## src/rtl/bstc_params.svh

```systemverilog
`ifndef BSTC_PARAMS_SVH
`define BSTC_PARAMS_SVH

// Chain and register sizes.
`define BSTC_CHAIN_LEN 77
`define BSTC_IR_LEN 3
`define BSTC_ID_LEN 32

// Cells of the chain that are output cells, bit n-1 stands for cell n.
`define BSTC_OUT_CELL_MASK 77'h1_2555_5460_08B7_B16F_606

// Output enable cells that control groups of pins, as bit indices.
`define BSTC_DATA_BUS_OUTPUT_ENABLE_CELL 7'h36
`define BSTC_TRANSMIT_CLOCK_FRAME_ENABLE_CELL 7'h12
`define BSTC_RECEIVE_DATA_SIGNAL_ENABLE_CELL 7'h0D
`define BSTC_RECEIVE_CLOCK_FRAME_ENABLE_CELL 7'h0A

// Identification word; the value is arbitrary, bit 0 is always set.
`define BSTC_IDCODE_VALUE 32'h1234_5671

// Fixed pattern that the instruction shift stage takes in capture.
`define BSTC_IR_CAPTURE 3'h4

`endif

```

## src/rtl/bstc_pkg.sv

```systemverilog
`default_nettype none

package bstc_pkg;

	// Controller states.
	typedef enum logic [3:0] {
		BSTC_TLR = 4'h0,
		BSTC_RTI = 4'h1,
		BSTC_SEL_DR = 4'h2,
		BSTC_CAP_DR = 4'h3,
		BSTC_SHIFT_DR = 4'h4,
		BSTC_EXIT1_DR = 4'h5,
		BSTC_PAUSE_DR = 4'h6,
		BSTC_EXIT2_DR = 4'h7,
		BSTC_UPD_DR = 4'h8,
		BSTC_SEL_IR = 4'h9,
		BSTC_CAP_IR = 4'hA,
		BSTC_SHIFT_IR = 4'hB,
		BSTC_EXIT1_IR = 4'hC,
		BSTC_PAUSE_IR = 4'hD,
		BSTC_EXIT2_IR = 4'hE,
		BSTC_UPD_IR = 4'hF
	} bstc_state_t;

	// Instruction codes.
	typedef enum logic [2:0] {
		BSTC_I_EXTEST = 3'h0,
		BSTC_I_IDCODE = 3'h1,
		BSTC_I_SAMPLE = 3'h2,
		BSTC_I_CLAMP = 3'h3,
		BSTC_I_MFG = 3'h5,
		BSTC_I_BYPASS = 3'h7
	} bstc_ir_t;

endpackage : bstc_pkg

`default_nettype wire

```

## src/rtl/bstc_chain_if.sv

```systemverilog
`timescale 1ns/1ns
`default_nettype none

// Control and serial data between the controller and the boundary chain.
interface bstc_chain_if;
	logic capture;
	logic shift;
	logic update;
	logic sdi;
	logic sdo;
	logic drive_ext;

	modport tap (output capture, output shift, output update, output sdi,
		output drive_ext, input sdo);
	modport chain (input capture, input shift, input update, input sdi,
		input drive_ext, output sdo);
endinterface : bstc_chain_if

`default_nettype wire

```

## src/rtl/bstc_chain.sv

```systemverilog
`timescale 1ns/1ns
`default_nettype none
`include "bstc_params.svh"

module bstc_chain import bstc_pkg::*; (
	// Clock and reset.
	input wire logic clk_sys,
	input wire logic reset,
	// Controller side.
	bstc_chain_if.chain ctl,
	// Pins and core.
	input wire logic [`BSTC_CHAIN_LEN-1:0] pin_in,
	input wire logic [`BSTC_CHAIN_LEN-1:0] core_out,
	output logic [`BSTC_CHAIN_LEN-1:0] pin_out
);

	typedef struct packed {
		logic [`BSTC_CHAIN_LEN-1:0] pin_s1;
		logic [`BSTC_CHAIN_LEN-1:0] pin_s2;
		logic [`BSTC_CHAIN_LEN-1:0] sh;
		logic [`BSTC_CHAIN_LEN-1:0] upd;
	} bstc_chain_st_t;

	bstc_chain_st_t q, d;
	logic [`BSTC_CHAIN_LEN-1:0] cap_val;
	// Bit n-1 is high when cell n is an output cell.
	localparam logic [`BSTC_CHAIN_LEN-1:0] out_cell_mask = `BSTC_OUT_CELL_MASK;

	// Input cells only observe their pin, output cells observe what the core drives.
	always_comb begin
		for (int i = 0; i < `BSTC_CHAIN_LEN; i++) begin
			cap_val[i] = out_cell_mask[i] ? core_out[i] : q.pin_s2[i];
		end
	end

	// Shift stages load on capture and move on shift, the parallel latch only on update.
	always_comb begin
		d = q;
		d.pin_s1 = pin_in;
		d.pin_s2 = q.pin_s1;
		if (ctl.capture) begin
			d.sh = cap_val;
		end else if (ctl.shift) begin
			d.sh = {ctl.sdi, q.sh[`BSTC_CHAIN_LEN-1:1]};
		end
		if (ctl.update) begin
			d.upd = q.sh;
		end
	end

	always_ff @(posedge clk_sys or posedge reset) begin
		if (reset) begin
			q <= '0;
		end else begin
			q <= d;
		end
	end

	// Every cell, input cells included, takes its pin over only under external test or clamp.
	always_comb begin
		for (int i = 0; i < `BSTC_CHAIN_LEN; i++) begin
			pin_out[i] = ctl.drive_ext ? q.upd[i] : core_out[i];
		end
	end

	assign ctl.sdo = q.sh[0];

endmodule : bstc_chain

`default_nettype wire

```

## src/rtl/bstc_tap.sv

```systemverilog
// Operation
// - Each two-way pin has an input cell and an output cell; under external test or clamp every cell drives its pin_out bit.
// - The chain holds cells 1 to 77 in fixed order, enable cells included.
// - Sixteen-state controller steered by TMS at each rising TCK edge.
// - Test-logic reset leaves pins normal and presets the identification instruction.
// - Five or more high TMS samples reach test-logic reset from anywhere.
// - Run-test/idle holds while TMS low, registers unchanged; high goes to select-DR.
// - Select-DR goes to capture-DR on low, select-IR on high, data kept.
// - Instruction stays constant through select-DR, capture-DR and shift-DR.
// - Capture-DR loads pins into the chain only under external test or sample.
// - Capture-DR goes to exit1-DR on high TMS, shift-DR on low.
// - Shift-DR moves the selected register one stage toward TDO per rising edge.
// - Identification code is 001, bypass code is 111.
// - Exit1-DR goes to update-DR on high, pause-DR on low, data kept.
`timescale 1ns/1ns
`default_nettype none
`include "bstc_params.svh"

module bstc_tap import bstc_pkg::*; (
	// Clock and reset.
	input wire logic clk_sys,
	input wire logic reset,
	// Test access pins.
	input wire logic tck,
	input wire logic tms,
	input wire logic tdi,
	output logic tdo,
	output logic tdo_oe,
	// Boundary pins and core.
	input wire logic [`BSTC_CHAIN_LEN-1:0] pin_in,
	input wire logic [`BSTC_CHAIN_LEN-1:0] core_out,
	output logic [`BSTC_CHAIN_LEN-1:0] pin_out
);

	// Every register of the controller, kept in one record.
	typedef struct packed {
		logic [2:0] tck_s;
		logic [1:0] tms_s;
		logic [1:0] tdi_s;
		bstc_state_t st;
		logic [`BSTC_IR_LEN-1:0] ir_sh;
		bstc_ir_t ir;
		logic [`BSTC_ID_LEN-1:0] id_sh;
		logic byp;
		logic tdo;
		logic tdo_oe;
	} bstc_tap_st_t;

	// Present and next value of the record, and the link to the chain.
	bstc_tap_st_t q, d;
	bstc_chain_if chain_bus ();

	// Decoded test clock edges, synchronised levels and instruction decode.
	// All of them are combinational views of the record above.
	logic tck_rise;
	logic tck_fall;
	logic tms_v;
	logic tdi_v;
	logic sel_bnd;
	logic sel_id;

	// Next controller state for a rising edge with the given TMS level.
	// Both scan branches are decoded, so any mode sequence is legal.
	function automatic bstc_state_t tap_next(input bstc_state_t s, input logic m);
		unique case (s)
			BSTC_TLR: tap_next = m ? BSTC_TLR : BSTC_RTI;
			BSTC_RTI: tap_next = m ? BSTC_SEL_DR : BSTC_RTI;
			BSTC_SEL_DR: tap_next = m ? BSTC_SEL_IR : BSTC_CAP_DR;
			BSTC_CAP_DR: tap_next = m ? BSTC_EXIT1_DR : BSTC_SHIFT_DR;
			BSTC_SHIFT_DR: tap_next = m ? BSTC_EXIT1_DR : BSTC_SHIFT_DR;
			BSTC_EXIT1_DR: tap_next = m ? BSTC_UPD_DR : BSTC_PAUSE_DR;
			BSTC_PAUSE_DR: tap_next = m ? BSTC_EXIT2_DR : BSTC_PAUSE_DR;
			BSTC_EXIT2_DR: tap_next = m ? BSTC_UPD_DR : BSTC_SHIFT_DR;
			BSTC_UPD_DR: tap_next = m ? BSTC_SEL_DR : BSTC_RTI;
			BSTC_SEL_IR: tap_next = m ? BSTC_TLR : BSTC_CAP_IR;
			BSTC_CAP_IR: tap_next = m ? BSTC_EXIT1_IR : BSTC_SHIFT_IR;
			BSTC_SHIFT_IR: tap_next = m ? BSTC_EXIT1_IR : BSTC_SHIFT_IR;
			BSTC_EXIT1_IR: tap_next = m ? BSTC_UPD_IR : BSTC_PAUSE_IR;
			BSTC_PAUSE_IR: tap_next = m ? BSTC_EXIT2_IR : BSTC_PAUSE_IR;
			BSTC_EXIT2_IR: tap_next = m ? BSTC_UPD_IR : BSTC_SHIFT_IR;
			BSTC_UPD_IR: tap_next = m ? BSTC_SEL_DR : BSTC_RTI;
		endcase
	endfunction : tap_next

	// True when the instruction routes the boundary chain between TDI and TDO.
	// Sample and external test both capture the pins, so they share this path.
	function automatic logic selects_chain(input bstc_ir_t i);
		selects_chain = (i == BSTC_I_EXTEST) || (i == BSTC_I_SAMPLE);
	endfunction : selects_chain

	// True when the instruction hands the output pins to the boundary latch.
	// Clamp keeps pins on the latch while the bypass bit is in the path.
	function automatic logic drives_pins(input bstc_ir_t i);
		drives_pins = (i == BSTC_I_EXTEST) || (i == BSTC_I_CLAMP);
	endfunction : drives_pins

	// Edges are found only from the second sync stage onward.
	// The test pins come from another clock, so each passes two flip-flops first,
	// and a third stage of the test clock marks its edges. Every test clock edge
	// therefore acts three system clocks after it reaches the pin.
	// Mode and data ride through the same two stages, so they line up with the
	// edge that the controller acts on and need no hold time beyond one level.
	// Limitation: each test clock level must last at least four system clocks,
	// otherwise an edge can be missed or act with stale mode and data.
	// The price is latency; the gain is that no logic runs on the test clock.
	assign tck_rise = q.tck_s[1] & ~q.tck_s[2];
	assign tck_fall = ~q.tck_s[1] & q.tck_s[2];
	assign tms_v = q.tms_s[1];
	assign tdi_v = q.tdi_s[1];
	assign sel_bnd = selects_chain(q.ir);
	assign sel_id = (q.ir == BSTC_I_IDCODE);

	// Strobes to the chain; the update lands on the falling edge so pins settle mid-cycle.
	assign chain_bus.capture = tck_rise && q.st == BSTC_CAP_DR && sel_bnd;
	assign chain_bus.shift = tck_rise && q.st == BSTC_SHIFT_DR && sel_bnd;
	assign chain_bus.update = tck_fall && q.st == BSTC_UPD_DR && sel_bnd;
	assign chain_bus.sdi = tdi_v;
	// Output cells take the pins over only while the instruction asks for it.
	assign chain_bus.drive_ext = drives_pins(q.ir);

	// Controller, instruction and small data registers.
	always_comb begin
		d = q;
		// Synchroniser stages advance on every clock.
		d.tck_s = {q.tck_s[1:0], tck};
		d.tms_s = {q.tms_s[0], tms};
		d.tdi_s = {q.tdi_s[0], tdi};
		// On a test clock rise the state moves and the selected register captures or shifts.
		if (tck_rise) begin
			d.st = tap_next(q.st, tms_v);
			unique case (q.st)
				BSTC_CAP_DR: begin
					// Bypass has no parallel input, so capture leaves it alone.
					if (sel_id) begin
						d.id_sh = `BSTC_IDCODE_VALUE;
					end
				end
				BSTC_SHIFT_DR: begin
					// Only the selected data register moves; the others hold.
					// The chain shifts in its own module on the same strobe.
					if (sel_id) begin
						d.id_sh = {tdi_v, q.id_sh[`BSTC_ID_LEN-1:1]};
					end else if (!sel_bnd) begin
						d.byp = tdi_v;
					end
				end
				BSTC_CAP_IR: begin
					// Fixed pattern lets the tester check the serial path.
					d.ir_sh = `BSTC_IR_CAPTURE;
				end
				BSTC_SHIFT_IR: begin
					// Instruction bits enter from the data pin, least significant first.
					d.ir_sh = {tdi_v, q.ir_sh[`BSTC_IR_LEN-1:1]};
				end
				default: begin
					// Other states keep every register, run-test/idle included.
					d.byp = q.byp;
				end
			endcase
		end
		// On a test clock fall the instruction and the serial output move.
		if (tck_fall) begin
			// Instruction changes only here or in reset, never in the scan path.
			if (q.st == BSTC_UPD_IR) begin
				d.ir = bstc_ir_t'(q.ir_sh);
			end
			// Serial output is moved a half cycle ahead of the tester's sample.
			if (q.st == BSTC_SHIFT_DR) begin
				d.tdo = sel_bnd ? chain_bus.sdo : (sel_id ? q.id_sh[0] : q.byp);
				d.tdo_oe = 1'b1;
			end else if (q.st == BSTC_SHIFT_IR) begin
				d.tdo = q.ir_sh[0];
				d.tdo_oe = 1'b1;
			end else begin
				// Outside shift states the output rests low and undriven.
				d.tdo = 1'b0;
				d.tdo_oe = 1'b0;
			end
		end
		// Test logic is off in reset state and the identification code is preset.
		if (q.st == BSTC_TLR) begin
			d.ir = BSTC_I_IDCODE;
		end
	end

	always_ff @(posedge clk_sys or posedge reset) begin
		if (reset) begin
			// Mode idles high, so no false low sample follows reset.
			q <= '{
				tck_s: 3'h0,
				tms_s: 2'h3,
				tdi_s: 2'h0,
				st: BSTC_TLR,
				ir_sh: 3'h0,
				ir: BSTC_I_IDCODE,
				id_sh: 32'h0,
				byp: 1'b0,
				tdo: 1'b0,
				tdo_oe: 1'b0
			};
		end else begin
			q <= d;
		end
	end

	// Test data output and its enable come straight from flip-flops.
	assign tdo = q.tdo;
	assign tdo_oe = q.tdo_oe;

	// Boundary chain with its parallel latch.
	// It sees only one-cycle strobes, so it needs no edge logic of its own.
	bstc_chain u_chain (
		.clk_sys(clk_sys),
		.reset(reset),
		.ctl(chain_bus),
		.pin_in(pin_in),
		.core_out(core_out),
		.pin_out(pin_out)
	);

endmodule : bstc_tap

`default_nettype wire
```

## config.mk

```make
export PLATFORM = sky130hd
export DESIGN_NAME = bstc_tap
export DESIGN_NICKNAME = d
export VERILOG_FILES = /design/src/rtl/bstc_pkg.sv /design/src/rtl/bstc_chain_if.sv /design/src/rtl/bstc_chain.sv /design/src/rtl/bstc_tap.sv
export VERILOG_INCLUDE_DIRS = /design/src /design/src/rtl
export SDC_FILE = /design/constraint.sdc
export NUM_CORES = 1
export LEC_CHECK = 0
export BUFFER_PORTS_ARGS = -buffer_cell sky130_fd_sc_hd__buf_2
export CORE_ASPECT_RATIO = 0.8
export CORE_MARGIN = 10
export CORE_UTILIZATION = 49
export CTS_BUF_LIST = sky130_fd_sc_hd__clkbuf_4 sky130_fd_sc_hd__clkbuf_8 sky130_fd_sc_hd__clkbuf_16
export DETAILED_ROUTE_END_ITERATION = 8
export GPL_ROUTABILITY_DRIVEN = 0
export GPL_TIMING_DRIVEN = 0
export PLACE_DENSITY = 0.8
export SYNTH_ARGS = -nofsm -noshare
export SYNTH_HDL_FRONTEND = slang
export SYNTH_SLANG_ARGS = --single-unit
```

## constraint.sdc

```tcl
create_clock -name clk_sys -period 10.4 [get_ports clk_sys]
set_input_delay 2.6 -clock clk_sys [delete_from_list [all_inputs] [get_ports clk_sys]]
set_output_delay 2.6 -clock clk_sys [all_outputs]
set_load 0.01 [all_outputs]
```

* Word level (Yosys, flattened, before mapping)
Index checks and enable logic that the tools add are counted.
** Storage, ports and cells
- Logic and storage cells :: 165
- Register bits :: 358
- Bits of input ports :: 159
** Cells by class
- Reductions and logical operators :: 22
- Eq/ne operators :: 20
- Bitwise gates (word level) :: 6
- Multiplexer cells :: 103
** Operator list (number)
- $mux 77 :: 2
- $mux 1 :: 82
- $mux 32 :: 2
- $pmux 32 s2 :: 1
- $pmux 4 s12 :: 1
- $eq 4x4->1 const B :: 8
- $eq 4x3->1 const B :: 4
- $mux 4 :: 4
- $mux 3 :: 5
- $mux 2 :: 5
- $reduce_bool 2->1 :: 5
- $eq 4x2->1 const B :: 2
- $reduce_and 4->1 :: 2
- $eq 3x2->1 const B :: 2
- $logic_and 1x1->1 :: 6
- $pmux 3 s2 :: 1
- $eq 4x1->1 const B :: 1
- $logic_not 4->1 :: 1
- $ne 2x2->1 const B :: 2
- $not 1->1 :: 4
- $reduce_and 2->1 :: 2
- $reduce_or 2->1 :: 2
- $eq 3x1->1 const B :: 1
- $logic_not 3->1 :: 1
- 3 further kinds :: 5

* Longest topological paths before layout
Gate-level depths: netlist of run 1.
- Depth after elaboration :: 6
- Gate-level depth with buffers :: 8

* Modules after synthesis
A second synthesis of run 1 with hierarchy kept.
** Second synthesis, totals
- Cell total of the unflattened synthesis :: 852
- Area, all modules :: 11942.7 sq um
** By module, submodules not included
- bstc_chain :: cells each 670, times used 1, sequential area each 6005.8 sq um, area an instance 9745.6 sq um
- bstc_tap :: cells each 182, times used 1, sequential area each 1305.0 sq um, area an instance 2197.1 sq um

* Least setup slack after synthesis of run 1
No wires, ideal clock.
- Path type :: input-to-output
- From :: in core_out[0]
- To :: out pin_out[0]
- Arrival :: 2872 ps
- Slack :: 4928 ps
- Required time :: 7800 ps
- Cell stages on the path :: 1
- Buffers on the path :: 0
- Path through :: mux2_2
** Between the ends
- Word-level cells in the longest chain between the ends :: 1
** RTL lines
- from (decl) :: line bstc_tap.sv:31 : input wire logic [`BSTC_CHAIN_LEN-1:0] core_out,
- $mux 1 :: line bstc_chain.sv:62 : pin_out[i] = ctl.drive_ext ? q.upd[i] : core_out[i];
- to (decl) :: line bstc_tap.sv:32 : output logic [`BSTC_CHAIN_LEN-1:0] pin_out
No other way between the ends.

* Final worst setup path of run 1
- From :: in core_out[70]
- To :: out pin_out[70]
The elaborated chain is that of the path after synthesis.

==> impl_metrics.yaml, run 1 <==
clock_tree:
  postCtsSetupBuffers: 0
  cts-root-buf: "clkbuf_16"
  cts_sinks: 292
  numCtsBuffers: 29
  tritoncts: "yes"
  ctsResizeCount: 0
  cts_buffer_depth: 3
  cts_hold_buf: 0
  clk_latency_ns: 0.53
  ctsHtreeMaxLevel: 1
  clk_pin_slew_ns: 0.06
synth:
  synth_top_family_by_area: "multiplexers"
  synthSimpleGateAreaFrac: 0.05525
  avgSynthCellArea_um2: 13.53
  synth_nets: 1021
  synth_cell_types: 43
  yosysWarnings: 0
  synth_mux_area_frac: 0.2175
  synth_seq_cells: 292
  synth-xor-area-share: 0.001502
  synth_compound_area_frac: 0.07242
  synth_seq_area_share: 0.6269
  syn_inst: 862
  synth_adder_area_share: 0
  netlist_area_mm2: 0.01166
outcome:
  status: "complete, no violations"
route:
  via_per_inst: 5.250
  ant_nets: 0
  drtPass1Iterations: 5
  postRouteWirelength_um: 26510
  drc: 0
  drtIter0Drc: 316
  avgRoutedWirePerCell_um: 18.43
  via_count: 7550
global_routing:
  grt_pass1_vias: 8001
  grt_usage: 0.1717
  grt_overflow: 0
  antenna_found_initial: 2
  grt_pass1_wl_um: 42460
  grt_max_degree: 46
hold_path:
  holdCritPathClass: "flip-flop to flip-flop"
  hold_path_depth: 0
  hp-start: "u_chain.d[206]"
  min_to: "u_chain.cap_val[52]"
sta:
  fin_crit_ns: 5.754
  finalClockSkew_ns: 0.01072
  rsz0062_at_grt: "no"
  finalSetupViolCount: 0
  hold_violations: 0
  min_period_over_period: 0.5533
  slew_headroom: 0.5228
  slew_viol_final: 0
  hold_ws_ns: 0.3437
  max_freq_mhz: 173.8
  setup_tns_ns: 0
  worst_pin_slew_ns: 0.7143
cells_and_area:
  syn_to_final_growth_pct: 21.77
  fill_cells: 1839
  final_layout_size_suffix_gt1_frac: 0.4235
  final_area_mm2: 0.01420
  layout.nets: 1262
pwr:
  peakVddDrop_uv: 110.7
  p_per_area_mw_per_mm2: 200.8
  p_leak_uw: 0.006764
floorplan:
  coreArea_mm2: 0.02340
  start_util: 0.4984
  die_height_um: 158.0
  die_w_um: 192.5
  die-area_mm2: 0.03041
  ios: 238
  fp-row-count: 50
setup_path:
  setup.worst_path.end_class: "output pin"
  path_class: "primary input to output pin"
  critical_path_required_ns: 7.80
  worst_ep_arrival_time_ns: 3.15
  r2r-end: "u_chain.q[123]"
  start_kind: "primary input"
  r2r-start: "q[43]"
  reg2reg_slack_ns: 7.94
  reg2reg_depth: 7
  crit_fanout: 2
placement:
  io_buffers: 203
  hpwl_um: 19080
  placed_area_mm2: 0.01321
run:
  maxCapViolCount: 0
how the worst max path moves through the flow:
stage            startpoint       endpoint  slack (ns)  cells after the start
2_1_floorplan         reset  chain_bus.sdi        3.93                      1
3_3_place_gp          reset  u_chain.q[16]        2.37                      2
3_5_place_dp   core_out[70]    pin_out[70]        4.66                      3
4_1_cts        core_out[70]    pin_out[70]        4.65                      3
5_1_grt               q[35]    pin_out[28]        4.63                      7
6_report       core_out[70]    pin_out[70]        4.65                      3
registers in the layout, summed over array words and instances (netlist names):
register and flops:
u_chain.q 153, q 45, u_chain.cap_val 43, u_chain.d 43, d 4, chain_bus.sdi 1, tdo 1, tdo_oe 1
u_chain.ctl.sdo 1
stage by stage:
step | worst slack, ns | cells | utilization | power, uW
floorplan | 3.927 | 862 | - | 1671
global placement | 2.367 | 1377 | 0.5587 | 1798
detailed placement | 4.658 | 1384 | 0.5647 | 1821
CTS | 4.648 | 1436 | 0.6067 | 2882
global route | 4.628 | 1438 | 0.6070 | 2990
finish | 4.646 | 1438 | 0.6070 | 2851
synthesized netlist by cell type, drive strengths merged:
cell type	n	area, um2
mux2i	79	790.8
o21ai	87	435.4
nor2	9	33.78
or4b	1	13.76
and2	1	6.260
nand2b	5	31.28
nor2b	7	43.79
mux2	155	1745
or2	1	6.260
xor2	2	17.52
a21o	1	7.510
o2111ai	1	15.01
dfstp	3	78.83
buf	40	226.5
nand2	86	322.8
clkbuf	17	63.81
a22o	19	178.9
a2111oi	1	8.760
or3	1	6.260
nand4	3	18.77
o21a	1	7.510
dfrtp	289	7232
and3b	1	8.760
nor4	3	33.78
nor3	6	30.03
a211oi	1	7.510
a21oi	5	25.02
nor4b	1	15.01
nor3b	1	7.510
nand3b	4	30.03
o22a	13	113.9
and3	1	6.260
nand3	6	30.03
a2bb2oi	1	8.760
a31oi	3	18.77
a211o	1	8.760
a32oi	1	8.760
inv	5	18.77
report_power, final:
group	switching [uW]	total (uW)	internal, uW	leakage [uW]
combinational	256	494	237	0.00264
sequential	63.4	1310	1240	0.00363
clock	409	1050	642	0.000499
total	729	2850	2120	0.00676
worst max-delay path: stages:
cell and delay [ns]:
buf_2 0.12, mux2_2 0.28, buf_2 0.15
area by class of cell:
type	instances	area [um2]	area share
diodes	2	5.005	0.0003524
plain buffers	57	290.3	0.02044
clock buffers	47	904.6	0.06370
clock inverters	5	78.83	0.005551
inverters	5	22.52	0.001586
multi-input cells	508	4043	0.2847
flip-flops and latches	292	7311	0.5148
well taps	312	390.4	0.02749
repair buffers	210	1156	0.08141
layer usage:
metal,GRT usage,up-vias,routed length (um)
li1,-,3521,-
met1,0.2433,3781,11990
met2,0.2617,199,12380
met3,0.03254,49,1398
met4,0.05527,0,733
met5,0,-,0
kinds of logic (layout without fill, tap and decap cells):
group,after synthesis,count (layout)
compound gates,135,135
simple gates,137,137
other cells,0,2
xor+xnor,2,2
mux,234,234
buf+inv,62,324
flops,292,292
cells in the final DEF, fill, tap and decap left out, types with 2 or more instances in the layout:
cell and instances:
buf_6 3, o21ai_0 79, clkbuf_4 11, nand4_1 3, mux2_2 155, nand3_1 6
o21ai_1 8, a22o_2 10, nor2b_1 7, clkbuf_16 29, inv_1 4, nand2b_1 5
clkbuf_8 7, diode_2 2, bufinv_16 2, nor3_1 6, a22o_1 9, buf_12 7
dfstp_2 3, o22a_1 13, mux2i_1 79, a31oi_1 3, buf_2 237, nor2_1 9
xor2_1 2, nand3b_1 4, buf_4 3, dfrtp_1 289, clkinv_2 2, nor4_1 2
nand2_1 86, clkbuf_1 17, a21oi_1 5
Note: power is estimated with default switching activity, not from simulation.
==> run 2, diff against run 1 <==
ABC_AREA = 1   (was not set)
CORE_UTILIZATION = 55   (was 49)
PLACE_DENSITY = 0.85   (was 0.8)
clock period = 5.7 ns   (was 10.4 ns; I/O delays follow)
==> run 2 against run 1 <==
Sequential power is 73% higher. Cell count is 32% higher. Hold slack got worse by 0.0018 ns. Power up 82%. Combinational power grew 130%. Die area is 7.2% lower. Via count rose by 33%. Critical path type is now flip-flop to output pin. Largest power group unchanged.
==> impl_metrics.yaml, run 2 <==
sta:
  hold_violations: 0
  worst_pin_slew_ns: 0.8407
  min_period_over_period: 0.7216
  slew_viol_final: 0
  hold_ws_ns: 0.3419
  rsz0062_at_grt: "no"
  max_freq_mhz: 243.1
  finalClockSkew_ns: 0.009431
  fin_crit_ns: 4.113
  setup_tns_ns: 0
  slew_headroom: 0.4383
  finalSetupViolCount: 0
route:
  ant_nets: 0
  postRouteWirelength_um: 30250
  drtIter0Drc: 883
  via_count: 10010
  drtPass1Iterations: 5
  avgRoutedWirePerCell_um: 15.94
  drc: 0
  via_per_inst: 5.272
placement:
  hpwl_um: 21420
  io_buffers: 203
clock_tree:
  cts_hold_buf: 0
  clk_latency_ns: 0.53
  numCtsBuffers: 28
  ctsResizeCount: 0
  cts-root-buf: "clkbuf_16"
  cts_sinks: 292
  tritoncts: "yes"
  postCtsSetupBuffers: 0
  cts_buffer_depth: 3
  ctsHtreeMaxLevel: 1
  clk_pin_slew_ns: 0.06
pwr:
  combinationalPowerShare: 0.220
  p_leak_uw: 0.007624
  p_per_area_mw_per_mm2: 359.1
  p_int_uw: 3582
  pwr-share-seq: 0.437
  peakVddDrop_uv: 261.0
  p_sw_uw: 1597
  switching_share: 0.3084
  clkPwrFrac: 0.343
setup_path:
  r2r-end: "u_chain.q[91]"
  cp_slowest_stage_delay_ns: 0.60
  setup.worst_path.end_class: "output pin"
  cpMaxStageDelayCell: "dfstp_2"
  path_class: "flip-flop to output pin"
  start_kind: "flip-flop"
  reg2reg_slack_ns: 3.59
  worst_ep_arrival_time_ns: 2.69
  critical_path_required_ns: 4.28
  cp_common_cell: "buf_2"
  crit_fanout: 10
  cp_top_family: "buffers and inverters"
  reg2reg_depth: 10
  path_cells: "o21a_1 > buf_2 > buf_2 > buf_2 > nand2_1 > o21ai_0 > buf_2"
  crit_buf_inv: 4
  r2r-start: "q[41]"
floorplan:
  fp-row-count: 48
  start_util: 0.5576
  die-area_mm2: 0.02821
  ios: 238
  coreArea_mm2: 0.02156
  die_height_um: 152.2
  die_w_um: 185.3
global_routing:
  antenna_found_initial: 1
  grt_usage: 0.2090
  grt_overflow: 0
  grt_max_degree: 44
  grt_pass1_wl_um: 48920
  grt_pass1_vias: 9824
synth:
  synth_nets: 1520
  synth_seq_cells: 292
  avgSynthCellArea_um2: 8.834
  async_flop_share: 1.000
  synth_top_area_share: 0.6015
  netlist_area_mm2: 0.01202
  synth_edf_count: 0
  synth_seq_area_share: 0.6081
  synthTopCellsByArea: "dfrtp_1 (60%), nand2_1 (12%), o21ai_0 (11%)"
  yosysWarnings: 0
  synth_top_cell_by_area: "dfrtp_1"
  synth_common_cells: "nand2_1 (378), dfrtp_1 (289), o21ai_0 (254)"
  synth_cell_types: 25
  ys.flop_type: "dfrtp_1"
  synth_most_common_cell: "nand2_1"
  syn_inst: 1361
hold_path:
  holdCritPathClass: "flip-flop to flip-flop"
  hold_path_depth: 0
  min_to: "u_chain.cap_val[69]"
  hp-start: "u_chain.d[223]"
cells_and_area:
  top_regs: "u_chain.q x153, q x45"
  largest_reg_flops: 153
  final_layout_size_suffix_gt1_frac: 0.1973
  final_cell_mix: "nand2_1 (378), dfrtp_1 (289), o21ai_0 (254), buf_2 (230), inv_1 (171)"
  layout.nets: 1760
  syn_to_final_growth_pct: 19.96
  regMostFlops: "u_chain.q"
  final_common_cell: "nand2_1"
outcome:
  status: "complete, no violations"
run:
  maxCapViolCount: 0
## run 2: changes by cell type after synthesis, moves of 22 or more
| cell | before | now |
|---|---|---|
| clkbuf_1 | 17 | 42 |
| nand3_1 | 6 | 28 |
| mux2i_1 | 79 | 0 |
| o21ai_1 | 8 | 112 |
| o21ai_0 | 79 | 254 |
| mux2_2 | 155 | 0 |
| nand2_1 | 86 | 378 |
| inv_1 | 5 | 172 |
## run 2: power by group through the flow
stage / Combinational (uW) / Clock, uW / Sequential [uW]
finish: 1140 / 1780 / 2260
floorplan: 702 / 0 / 2280
global route: 1270 / 1890 / 2270
global placement: 1090 / 0 / 2300
CTS: 1140 / 1800 / 2260
detailed placement: 1140 / 0 / 2300
## run 2: kinds of logic after synthesis
kind of cell	synth area share
AND/OR/NAND/NOR	0.1469
AO/OA/AOI/OAI	0.1568
flip-flops	0.6081
buffers and inverters	0.08815
## run 2: cell type report
type / instances / area, um2
antenna: 1 / 2.502
buffer: 80 / 399.1
clock buffer: 41 / 840.8
clock inverter: 10 / 52.55
fill: 1642 / 7138
inverter: 176 / 664.4
multi-input combinational: 813 / 3652
sequential: 292 / 7311
tap: 275 / 344.1
timing repair buffer: 210 / 1156
## run 2: stage by stage
step / instances / utilization / power, uW / worst slack, ns / cell area, um2
4_1_cts: 1897 / 0.6688 / 5207 / 1.596 / 14420
6_report: 1898 / 0.6689 / 5179 / 1.587 / 14420
5_1_grt: 1898 / 0.6689 / 5442 / 1.468 / 14420
3_3_place_gp: 1839 / 0.6209 / 3383 / -1.074 / 13390
3_5_place_dp: 1846 / 0.6274 / 3432 / 2.160 / 13530
2_1_floorplan: 1361 / - / 2983 / 0.4023 / 12030
## run 2: worst max-delay path by stage
stage | from | to | slack [ns] | depth (start not counted)
floorplan | reset | chain_bus.sdi | 0.40 | 1
global placement | reset | u_chain.q[29] | -1.07 | 2
detailed placement | q[35] | pin_out[57] | 2.16 | 7
CTS | q[35] | pin_out[57] | 1.60 | 7
global route | q[35] | pin_out[57] | 1.47 | 7
finish | q[35] | pin_out[57] | 1.59 | 7
## run 2: layer usage
| metal | vias to the layer above | routed length [um] | global-route usage |
|---|---|---|---|
| met5 | - | 0 | 0 |
| met4 | 0 | 835 | 0.06298 |
| met3 | 52 | 2038 | 0.03646 |
| met2 | 367 | 14540 | 0.3459 |
| met1 | 4798 | 12840 | 0.2738 |
| li1 | 4790 | - | - |
## run 2: worst reg2reg max path, stage by stage (launching register included)
cell      delay (ns)
dfrtp_1         0.36
buf_4           0.17
nand2_1         0.09
inv_2           0.06
nand2_2         0.17
nand2_2         0.12
nand2_4         0.13
nor2_2          0.06
inv_2           0.21
clkbuf_1        0.43
o21ai_1         0.17
